File: config.mk
export PLATFORM = sky130hd
export DESIGN_NAME = swd_core
export DESIGN_NICKNAME = d
export VERILOG_FILES = /design/src/logic/swd_pkg.sv /design/src/logic/swd_core.sv /design/src/logic/swd_timebase.sv
export SDC_FILE = /design/constraint.sdc
export NUM_CORES = 1
export LEC_CHECK = 0
export CAP_MARGIN = 10
export CORE_MARGIN = 10
export CORE_UTILIZATION = 51
export CTS_CLUSTER_SIZE = 10
export DETAILED_ROUTE_END_ITERATION = 6
export DONT_BUFFER_PORTS = 1
export PLACE_DENSITY = 0.66
export SKIP_LAST_GASP = 1
export SLEW_MARGIN = 20
export SYNTH_ARGS = -nofsm -noshare
export SYNTH_HDL_FRONTEND = slang
export SYNTH_SLANG_ARGS = --single-unit
File: constraint.sdc
create_clock -name sys_clk -period 7.4 [get_ports sys_clk]
set_input_delay 0.37 -clock sys_clk [delete_from_list [all_inputs] [get_ports sys_clk]]
set_output_delay 0.37 -clock sys_clk [all_outputs]
set_load 0.02 [all_outputs]
File: src/logic/swd_pkg.sv
// Constants shared by the system watchdog block
package swd_pkg;

    // Register port geometry
    localparam int ADDR_W = 9;
    localparam int DATA_W = 8;

    // Register offsets
    localparam logic [8:0] OFS_FAULT_RECORD = 9'h005;
    localparam logic [8:0] OFS_EVENT_FIRST = 9'h006;
    localparam logic [8:0] OFS_MASK_FIRST = 9'h00a;
    localparam logic [8:0] OFS_SYS_CTRL_SECOND = 9'h00f;
    localparam logic [8:0] OFS_SCALE_CTRL = 9'h011;
    localparam logic [8:0] OFS_CMD_TRIGGER = 9'h013;

    // Field positions
    localparam int BIT_TIMEOUT_FAULT = 0;
    localparam int BIT_WARN_EVENT = 3;
    localparam int BIT_WARN_MASK = 3;
    localparam int BIT_KICK = 0;
    localparam int BIT_LEVEL_MODE = 3;
    localparam int LSB_SCALE = 0;
    localparam int LSB_RETRY = 5;

    // Values after reset
    localparam logic [2:0] SCALE_RST = 3'h1;
    localparam logic [1:0] RETRY_RST = 2'h3;
    localparam logic WARN_MASK_RST = 1'b0;
    localparam logic LEVEL_MODE_RST = 1'b0;

    // Time base: internal slow clock derived from the system clock
    localparam int SYS_CLK_HZ = 100_000_000;
    localparam int SLOW_CLK_HZ = 32_000;
    localparam int SLOW_DIV = SYS_CLK_HZ / SLOW_CLK_HZ;
    localparam logic [11:0] SLOW_DIV_LAST = 12'(SLOW_DIV - 1);

    // Base ticks per unit period (scaled by 2**scale)
    localparam logic [15:0] UNIT_TICKS_DEF = 16'h0800;

endpackage : swd_pkg

File: src/logic/swd_core.sv
// System watchdog: countdown, warning, timeout, retries, registers
`timescale 1ns/1ns
module swd_core
    import swd_pkg::*;
#(
    parameter logic [15:0] UNIT_TICKS = UNIT_TICKS_DEF
)
(
    // Clock and reset
    input wire logic sys_clk,
    input wire logic rst,
    // Register port
    input wire logic [ADDR_W-1:0] reg_addr,
    input wire logic reg_wr,
    input wire logic reg_rd,
    input wire logic [DATA_W-1:0] reg_wdata,
    output logic [DATA_W-1:0] reg_rdata,
    // Clock sources
    input wire logic xtal_ok,
    input wire logic xtal_tick,
    // Power manager and sequencer
    input wire logic active_mode,
    input wire logic otp_unlock,
    input wire logic seq_pd_step,
    input wire logic gpo_seq_en,
    output logic active_entry_ok,
    output logic shutdown_req,
    output logic stay_powered_down,
    output logic sequenced_output_pin,
    // External kick pin
    input wire logic ext_kick_en,
    input wire logic first_general_pin,
    // Interrupt
    output logic irq_out
);

    logic base_tick;
    logic running;
    logic active_q;
    logic ext_q;
    logic pending;
    logic timeout_fault_flag;
    logic timeout_warn_event;
    logic timeout_warn_mask;
    logic kick_level_mode;
    logic [2:0] period_scale_field;
    logic [1:0] retry_limit_field;
    logic [1:0] retry_left;
    logic [23:0] elapsed;

    swd_timebase u_timebase (
        .sys_clk(sys_clk),
        .rst(rst),
        .xtal_ok(xtal_ok),
        .xtal_tick(xtal_tick),
        .base_tick(base_tick),
        .src_is_xtal()
    );

    // Register write decode
    wire wr_fault = reg_wr && (reg_addr == OFS_FAULT_RECORD);
    wire wr_event = reg_wr && (reg_addr == OFS_EVENT_FIRST);
    wire wr_mask = reg_wr && (reg_addr == OFS_MASK_FIRST);
    wire wr_ctrl_b = reg_wr && (reg_addr == OFS_SYS_CTRL_SECOND);
    wire wr_scale = reg_wr && (reg_addr == OFS_SCALE_CTRL);
    wire wr_cmd = reg_wr && (reg_addr == OFS_CMD_TRIGGER);
    wire [2:0] new_scale = reg_wdata[LSB_SCALE +: 3];
    // Stopping by scale zero is refused while running and locked
    wire stop_req = wr_scale && (new_scale == 3'h0);
    wire stop_ok = stop_req && (otp_unlock || !running);
    wire scale_wr_ok = wr_scale && (!stop_req || stop_ok);

    // Service sources
    wire reg_kick = wr_cmd && reg_wdata[BIT_KICK];
    wire ext_rise = ext_kick_en && first_general_pin && !ext_q;
    wire ext_hold = ext_kick_en && kick_level_mode
        && first_general_pin;
    wire kick = reg_kick || ext_rise || ext_hold;

    // Period and half period in base ticks
    wire [23:0] period = {8'h00, UNIT_TICKS} << period_scale_field;
    wire [23:0] half = period >> 1;
    wire [23:0] elapsed_inc = elapsed + 24'h00_0001;
    wire count_step = running && base_tick && !kick;
    wire warn_hit = count_step && (elapsed_inc == half);
    wire to_hit = count_step && (elapsed_inc == period);
    wire arm = active_mode && !active_q && !stay_powered_down
        && (period_scale_field != 3'h0);

    // Read mux
    wire [7:0] rd_fault = {7'h00, timeout_fault_flag};
    wire [7:0] rd_event = {4'h0, timeout_warn_event, 3'h0};
    wire [7:0] rd_mask = {4'h0, timeout_warn_mask, 3'h0};
    wire [7:0] rd_ctrl_b = {1'b0, retry_limit_field, 5'h00};
    wire [7:0] rd_scale = {4'h0, kick_level_mode, period_scale_field};
    wire [7:0] next_rdata =
        (reg_addr == OFS_FAULT_RECORD) ? rd_fault :
        (reg_addr == OFS_EVENT_FIRST) ? rd_event :
        (reg_addr == OFS_MASK_FIRST) ? rd_mask :
        (reg_addr == OFS_SYS_CTRL_SECOND) ? rd_ctrl_b :
        (reg_addr == OFS_SCALE_CTRL) ? rd_scale :
        8'h00; // Kick bit and unmapped read as zero

    // Read data register
    always_ff @(posedge sys_clk) begin
        if (rst) begin
            reg_rdata <= 8'h00;
        end else if (reg_rd) begin
            reg_rdata <= next_rdata;
        end
    end

    // Control fields
    always_ff @(posedge sys_clk) begin
        if (rst) begin
            period_scale_field <= SCALE_RST;
            kick_level_mode <= LEVEL_MODE_RST;
            timeout_warn_mask <= WARN_MASK_RST;
            retry_limit_field <= RETRY_RST;
        end else begin
            if (scale_wr_ok) begin
                period_scale_field <= new_scale;
                kick_level_mode <= reg_wdata[BIT_LEVEL_MODE];
            end
            if (wr_mask) begin
                timeout_warn_mask <= reg_wdata[BIT_WARN_MASK];
            end
            if (wr_ctrl_b) begin
                retry_limit_field <= reg_wdata[LSB_RETRY +: 2];
            end
        end
    end

    // Sticky flags, set beats clear
    always_ff @(posedge sys_clk) begin
        if (rst) begin
            timeout_fault_flag <= 1'b0;
            timeout_warn_event <= 1'b0;
        end else begin
            if (to_hit) begin
                timeout_fault_flag <= 1'b1;
            end else if (wr_fault && reg_wdata[BIT_TIMEOUT_FAULT]) begin
                timeout_fault_flag <= 1'b0;
            end
            if (warn_hit) begin
                timeout_warn_event <= 1'b1;
            end else if (wr_event && reg_wdata[BIT_WARN_EVENT]) begin
                timeout_warn_event <= 1'b0;
            end
        end
    end

    // Run state, countdown and first-kick tracking
    always_ff @(posedge sys_clk) begin
        if (rst) begin
            running <= 1'b0;
            active_q <= 1'b0;
            ext_q <= 1'b0;
            elapsed <= 24'h00_0000;
            active_entry_ok <= 1'b0;
        end else begin
            active_q <= active_mode;
            ext_q <= first_general_pin;
            if (arm) begin
                running <= 1'b1;
            end else if (to_hit || stop_ok) begin
                running <= 1'b0;
            end
            if (!running || kick || to_hit) begin
                elapsed <= 24'h00_0000;
            end else if (base_tick) begin
                elapsed <= elapsed_inc;
            end
            if (arm) begin
                active_entry_ok <= 1'b0;
            end else if (kick && running) begin
                active_entry_ok <= 1'b1;
            end
        end
    end

    // Shutdown request, retries and secondary reset
    always_ff @(posedge sys_clk) begin
        if (rst) begin
            shutdown_req <= 1'b0;
            pending <= 1'b0;
            retry_left <= RETRY_RST;
            stay_powered_down <= 1'b0;
            sequenced_output_pin <= 1'b0;
        end else begin
            shutdown_req <= to_hit;
            if (to_hit) begin
                pending <= 1'b1;
            end else if (arm) begin
                pending <= 1'b0;
            end
            if (wr_ctrl_b) begin
                retry_left <= reg_wdata[LSB_RETRY +: 2];
            end else if (to_hit && retry_left != 2'h0) begin
                retry_left <= retry_left - 2'h1;
            end
            if (to_hit && retry_left <= 2'h1) begin
                stay_powered_down <= 1'b1;
            end
            sequenced_output_pin <= gpo_seq_en && pending
                && seq_pd_step;
        end
    end

    // Interrupt output
    always_ff @(posedge sys_clk) begin
        if (rst) begin
            irq_out <= 1'b0;
        end else begin
            irq_out <= timeout_warn_event && !timeout_warn_mask;
        end
    end
endmodule : swd_core

File: src/logic/swd_timebase.sv
// Watchdog time base with automatic clock source selection
`timescale 1ns/1ns
module swd_timebase
    import swd_pkg::*;
(
    // Clock and reset
    input wire logic sys_clk,
    input wire logic rst,
    // Crystal-derived 32 kHz source
    input wire logic xtal_ok,
    input wire logic xtal_tick,
    // Selected tick
    output logic base_tick,
    output logic src_is_xtal
);

    logic [11:0] div_cnt;
    wire div_wrap = (div_cnt == SLOW_DIV_LAST);

    // Internal slow clock divider
    always_ff @(posedge sys_clk) begin
        if (rst || div_wrap) begin
            div_cnt <= 12'h000;
        end else begin
            div_cnt <= div_cnt + 12'h001;
        end
    end

    // Automatic source choice, no software involved
    always_ff @(posedge sys_clk) begin
        if (rst) begin
            base_tick <= 1'b0;
            src_is_xtal <= 1'b0;
        end else begin
            src_is_xtal <= xtal_ok;
            base_tick <= xtal_ok ? xtal_tick : div_wrap;
        end
    end
endmodule : swd_timebase
==> impl_metrics.py, run 1 <==
metrics = {
    "logic_synthesis": {
        "synth-adder-area-share_pct": 1.65,
        "synthXorXnorAreaFrac_pct": 10.9,
        "synth.distinct_cells": 66,
        "ys_seq_elements": 63,
        "synth-edff-count": 0,
        "synth_compound_area_share_pct": 9.11,
        "synth_area_per_cell_sq_um": 8.66,
        "async_reset_ff_share_pct": 0,
        "seq_area_frac_synth_pct": 33.3,
        "synth_top_family_by_area": "simple AND/OR/NAND/NOR gates",
        "yosysWarnings": 0,
        "yosys.area_share.simple_pct": 35.7,
        "synth.area.mux_share_pct": 4.39,
        "netlist_instances": 438,
        "synth_area_sq_um": 3790,
        "synth_flop_cell": "dfxtp_1",
    },
    "timing": {
        "worst_pin_slew_ps": 1090,
        "relSlewSlack_pct": 27.6,
        "hold_slack_ps": 86.5,
        "fmax_mhz": 256,
        "tns_ps": 0,
        "slew_viol_final": 0,
        "min_period_ps": 3900,
        "setup_violations": 0,
        "hold_viol": 0,
        "finalCritPeriodShare_pct": 52.7,
        "finClkSkew_ps": 7.77,
        "rsz0062_at_grt": "false",
    },
    "job": {
        "max_cap_viol_count": 0,
    },
    "global_route": {
        "grt_use_met3_pct": 5.86,
        "use_met2_pct": 21.6,
        "grt_use_total_pct": 14.0,
        "use_met1_pct": 16.9,
        "grt.busiest_layer": "met2",
        "overflow": 0,
        "grt_pass1_wl_mm": 13.1,
        "antenna_found_initial": 0,
        "grt_pass1_vias": 2760,
        "grt_max_degree": 26,
    },
    "clocking": {
        "cts-resized-gates": 0,
        "clk_pin_slew_ps": 80,
        "clock_latency_ps": 350,
        "cts.root.buffer_cell": "clkbuf_8",
        "cts_inserted_buffers": 9,
        "htreeDepth": 3,
        "clock-sinks": 63,
        "ctsLongestPathBuffers": 2,
        "cts_tree": "yes",
        "hold_buffers": 0,
        "postCtsSetupBuffers": 0,
    },
    "layout": {
        "nets": 462,
        "layout-drive-gt1-share_pct": 12.5,
        "diodes": 0,
        "final_cell_mix": "dfxtp_1, nor2_1, nand3_1",
        "layout_commonest_cell": "dfxtp_1",
        "n_fill_cell": 696,
        "area_growth_pct": 5.91,
    },
    "worst_setup_path": {
        "cp.arrival_ps": 4090,
        "critical_path_class": "reg2reg",
        "path_common_cell": "nor2_1",
        "crit_chain": "ha_1, nand4_1, nor2_1, xor2_1, or3_1, or3b_1, nor4b_1, and4b_1, or3_2, nor2_1",
        "endpoint_kind": "flip-flop",
        "cp_slowest_stage_delay_ps": 840,
        "crit_buf_inv": 0,
        "cpLargestDelayFamily": "simple AND/OR/NAND/NOR gates",
        "timing.rr.end": "elapsed[0]",
        "r2r_setup_slack_ps": 3500,
        "startpoint_type": "flip-flop",
        "cp_max_fo": 24,
        "reg2reg_depth": 10,
        "crit_slowest_cell": "or3_2",
        "reg2reg_from": "elapsed[0]",
        "crit_required_ps": 7600,
    },
    "drt": {
        "vias": 2951,
        "remaining_drc_errors": 0,
        "avgRoutedWirePerCell_microns": 14.7,
        "first_pass_iters": 4,
        "ant_nets": 0,
        "routed_wl_mm": 7.80,
        "dr.first_iter.drc_count": 108,
        "viasPerCell": 5.55,
    },
    "floorplanning": {
        "die_h_microns": 106,
        "die_area_sq_um": 11300,
        "fp.dieW_microns": 106,
        "ioPinCount": 42,
        "start_util_pct": 52.3,
        "row_count": 31,
        "core-area_sq_um": 7250,
    },
    "power_and_ir_drop": {
        "pwr-share-clk_pct": 48.2,
        "p_sw_w": 0.000158,
        "leakage_nw": 1.39,
        "combPwrFrac_pct": 2.7,
        "p_total_w": 0.000707,
        "power_density_nw_per_um2": 176,
        "power.internal_w": 0.000549,
        "switching_share_pct": 22.3,
        "seq_power_share_pct": 49.1,
        "ir_drop_v": 0.000137,
    },
    "status": {
        "outcome": "finished clean",
    },
    "worst_hold_path": {
        "holdCritStartpoint": "rst",
        "hold_depth": 1,
        "min_to": "reg_rdata[6]",
        "holdCritPathClass": "in2reg",
    },
    "placed_design": {
        "port_buffers": 0,
        "dp_hpwl_mm": 5.78,
        "finalWeightedCongestion": 0.835,
    },
}
sequential cells by signal, indices dropped and copies added, names as in the netlist, 2 cells and up:
| signal | cells |
|---|---|
| period_scale_field | 3 |
| retry_limit_field | 2 |
| reg_rdata | 6 |
| u_timebase.div_cnt | 12 |
| elapsed | 24 |
| retry_left | 2 |
cells in the mapped netlist, types with 13 or more instances:
| library cell | number | area [sq um] |
|---|---|---|
| nor2_4 | 20 | 225 |
| a21oi_1 | 15 | 75.1 |
| nor2_1 | 42 | 158 |
| dfxtp_1 | 63 | 1260 |
| inv_1 | 14 | 52.6 |
| mux2i_1 | 14 | 140 |
| xnor2_1 | 16 | 140 |
| nand2_1 | 33 | 124 |
| nor3_1 | 14 | 70.1 |
| xor2_1 | 26 | 228 |
| nand4_1 | 13 | 81.3 |
| nand3_1 | 36 | 180 |
final cells by class:
type | count | area (sq um) | share of cell area (%)
Clock buffer | 10 | 138 | 3.43
Clock inverter | 6 | 93.8 | 2.34
Inverter | 14 | 52.6 | 1.31
Multi-Input combinational cell | 340 | 2350 | 58.4
Sequential cell | 63 | 1260 | 31.4
Tap cell | 99 | 124 | 3.08
how the worst max path moves through the flow:
stage / from / cells past startpoint / endpoint
detailed placement: elapsed[0] / 10 / elapsed[1]
global route: elapsed[0] / 10 / elapsed[12]
finish: elapsed[0] / 10 / elapsed[0]
global placement: elapsed[0] / 10 / elapsed[0]
CTS: elapsed[0] / 10 / elapsed[0]
floorplan: elapsed[0] / 12 / elapsed[18]
kinds of logic after synthesis:
family | after synthesis
simple gates | 222
flops | 63
compound gates | 51
xor+xnor | 44
buf+inv | 36
mux | 16
fa+ha+maj | 5
other cells | 1
metal layers:
metal / routed length (microns) / vias up / share of wire [%]
li1: - / 1516 / -
met3: 603 / 11 / 7.7
met2: 3510 / 58 / 45
met5: 0 / - / 0
met1: 3580 / 1366 / 46
met4: 111 / 0 / 1.4
worst reg2reg max path, delay by kind of cell (launching register included):
family / cells / cell delay (ps)
XOR/XNOR: 1 / 140
flip-flops: 1 / 400
AND/OR/NAND/NOR: 8 / 2960
adder cells (fa/ha/maj): 1 / 260
power groups by stage:
stage / sequential [W] / clock, W / combinational (W)
2_1_floorplan: 0.000353 / 0 / 0.0000233
3_3_place_gp: 0.000355 / 0 / 0.0000190
3_5_place_dp: 0.000355 / 0 / 0.0000191
4_1_cts: 0.000347 / 0.000348 / 0.0000194
5_1_grt: 0.000348 / 0.000364 / 0.0000212
6_report: 0.000347 / 0.000341 / 0.0000188
metrics by stage:
stage	std cells	cell area, sq um	setup WS, ps	util (%)
finish	532	4020	3500	55.4
global route	532	4020	3120	55.4
CTS	532	4020	3450	55.4
detailed placement	516	3780	3460	52.2
global placement	516	3780	3520	52.2
floorplan	439	3800	4420	-
(Power assumes the default switching activity.)
==> inputs of run 2 (changes only) <==
--- a/config.mk
+++ b/config.mk
@@ -11,7 +11,7 @@
 export CTS_CLUSTER_SIZE = 10
 export DETAILED_ROUTE_END_ITERATION = 6
 export DONT_BUFFER_PORTS = 1
-export PLACE_DENSITY = 0.66
+export PLACE_DENSITY = 0.69
 export SKIP_LAST_GASP = 1
 export SLEW_MARGIN = 20
 export SYNTH_ARGS = -nofsm -noshare
==> constraint.sdc (replaced) <==
create_clock -name sys_clk -period 3.4 [get_ports sys_clk]
set_input_delay 0.17 -clock sys_clk [delete_from_list [all_inputs] [get_ports sys_clk]]
set_output_delay 0.17 -clock sys_clk [all_outputs]
set_load 0.02 [all_outputs]
==> run 2 against run 1 <==
Net effect: critical path depth grew 2; count of clock-buffer cells in the layout is the same; critical endpoint is now elapsed[5]; critical path type unchanged; final area grew 5.2%; flip-flop and latch count is the same; utilization grew 2.9 points; largest cell class unchanged; first-iteration DRC count grew 55%; fmax grew 25%; combinational power grew to 3.5 times the previous value.
==> impl_metrics.py, run 2 (same netlist as run 1, synthesis figures left out) <==
metrics = {
    "status": {
        "outcome": "finished clean",
    },
    "layout": {
        "nets": 489,
        "largest-register": "elapsed",
        "layout-drive-gt1-share_pct": 15.2,
        "reg_top3": "elapsed (24), u_timebase.div_cnt (12), reg_rdata (6)",
        "diodes": 0,
        "area_growth_pct": 11.4,
        "layout_commonest_cell": "dfxtp_1",
        "final_cell_mix": "dfxtp_1, nor2_1, nand3_1",
        "largest_register_ffs": 24,
    },
    "drt": {
        "avgRoutedWirePerCell_microns": 14.9,
        "vias": 3117,
        "remaining_drc_errors": 0,
        "ant_nets": 0,
        "dr.first_iter.drc_count": 167,
        "first_pass_iters": 5,
        "viasPerCell": 5.58,
        "routed_wl_mm": 8.36,
    },
    "timing": {
        "worst_pin_slew_ps": 810,
        "tns_ps": 0,
        "fmax_mhz": 320,
        "fin_ws_ps": 270,
        "setup_violations": 0,
        "rsz0062_at_grt": "false",
        "finalCritPeriodShare_pct": 92.1,
        "relSlewSlack_pct": 45.3,
        "slew_viol_final": 0,
        "hold_viol": 0,
        "finClkSkew_ps": 9.74,
        "min_period_ps": 3130,
    },
    "power_and_ir_drop": {
        "ir_drop_v": 0.000170,
        "p_total_w": 0.00146,
        "leakage_nw": 1.50,
        "power_density_nw_per_um2": 345,
    },
    "worst_setup_path": {
        "cp.arrival_ps": 3410,
        "reg2reg_depth": 12,
        "startpoint_type": "flip-flop",
        "r2r_setup_slack_ps": 270,
        "endpoint_kind": "flip-flop",
        "cp_max_fo": 12,
        "crit_required_ps": 3680,
        "reg2reg_from": "elapsed[0]",
        "crit_slowest_cell": "or3_2",
        "cp_slowest_stage_delay_ps": 510,
        "crit_chain": "ha_1, nand4_1, buf_4, nor4_4, xnor2_1, mux2_4, a22oi_2, mux2i_1, and4b_1, or3_2, buf_6, nor2_4",
        "timing.rr.end": "elapsed[5]",
        "critical_path_class": "reg2reg",
    },
    "global_route": {
        "grt_pass1_vias": 2999,
        "antenna_found_initial": 0,
        "grt_max_degree": 20,
        "grt_use_total_pct": 15.5,
        "overflow": 0,
        "grt_pass1_wl_mm": 14.7,
    },
    "worst_hold_path": {
        "holdCritPathClass": "in2reg",
        "holdCritStartpoint": "reg_rd",
        "hold_depth": 2,
        "min_to": "reg_rdata[6]",
    },
    "floorplanning": {
        "core-area_sq_um": 7250,
        "fp.dieW_microns": 106,
        "die_area_sq_um": 11300,
        "ioPinCount": 42,
        "start_util_pct": 52.3,
        "die_h_microns": 106,
        "row_count": 31,
    },
    "placed_design": {
        "dp_hpwl_mm": 6.01,
        "port_buffers": 0,
        "pre_cts_ws_ps": 162,
        "finalWeightedCongestion": 0.853,
    },
    "clocking": {
        "htreeDepth": 3,
        "clk_pin_slew_ps": 70,
        "cts.root.buffer_cell": "clkbuf_8",
        "clock_latency_ps": 340,
        "cts_tree": "yes",
        "clock-sinks": 63,
        "cts_inserted_buffers": 9,
        "ctsLongestPathBuffers": 2,
    },
    "job": {
        "max_cap_viol_count": 0,
    },
}
-- run 2: cell count changes in the layout (fill, tap and decap cells not counted), sizes merged --
| cell | previous run | this run |
|---|---|---|
| dlygate4sd3 | 0 | 14 |
| buf | 0 | 13 |
| bufinv | 2 | 1 |
| clkinv | 3 | 4 |
-- run 2: where the power goes --
group	internal [W]	leakage (nW)	switching [W]
clock network	0.000336	0.0960	0.000303
registers	0.000745	0.511	0.00000861
logic	0.0000276	0.890	0.0000383
total	0.00111	1.50	0.000350
-- run 2: routing by layer --
metal | routed length [microns] | GRT usage (%)
met5 | 0 | 0
met4 | 98 | 4.45
met3 | 650 | 5.62
met2 | 3850 | 24.0
met1 | 3760 | 19.9
-- run 2: worst max-delay path by stage --
stage / from / to / slack [ps] / cells past startpoint
2_1_floorplan: elapsed[0] / elapsed[18] / 420 / 12
3_3_place_gp: elapsed[6] / elapsed[1] / 210 / 10
3_5_place_dp: elapsed[6] / elapsed[1] / 160 / 10
4_1_cts: elapsed[5] / elapsed[1] / 130 / 10
5_1_grt: elapsed[0] / elapsed[12] / 20 / 12
6_report: elapsed[0] / elapsed[5] / 270 / 12
-- run 2: critical path, delay by kind of cell (launching register included) --
kind            cells  cell delay (ps)
compound gates      1              110
xor+xnor            1              200
fa+ha+maj           1              190
buf+inv             2              450
flops               1              380
mux                 2              470
simple gates        5             1240
-- run 2: per-stage QoR --
stage,area [sq um],hold WS (ps),instances,utilization (%)
6_report,4230,8.27,559,58.3
3_5_place_dp,3880,247,529,53.5
5_1_grt,4230,3.08,559,58.3
4_1_cts,4190,1.82,557,57.8
3_3_place_gp,3880,244,529,53.5
2_1_floorplan,3800,298,439,-
-- run 2: timing repair --
action / in CTS / in global routing
endpoints found under the hold margin: 20 / 2
endpoints found under the setup margin: 0 / 25
setup buffers: 0 / 0
hold buffers: 12 / 2
gates resized for setup: 0 / 6
-- run 2: cell type report --
type,count,area (sq um)
Clock buffer,10,128
Multi-Input combinational cell,340,2350
Tap cell,99,124
Fill cell,660,3030
Inverter,14,52.6
Clock inverter,6,61.3
Sequential cell,63,1260
Timing Repair Buffer,27,241
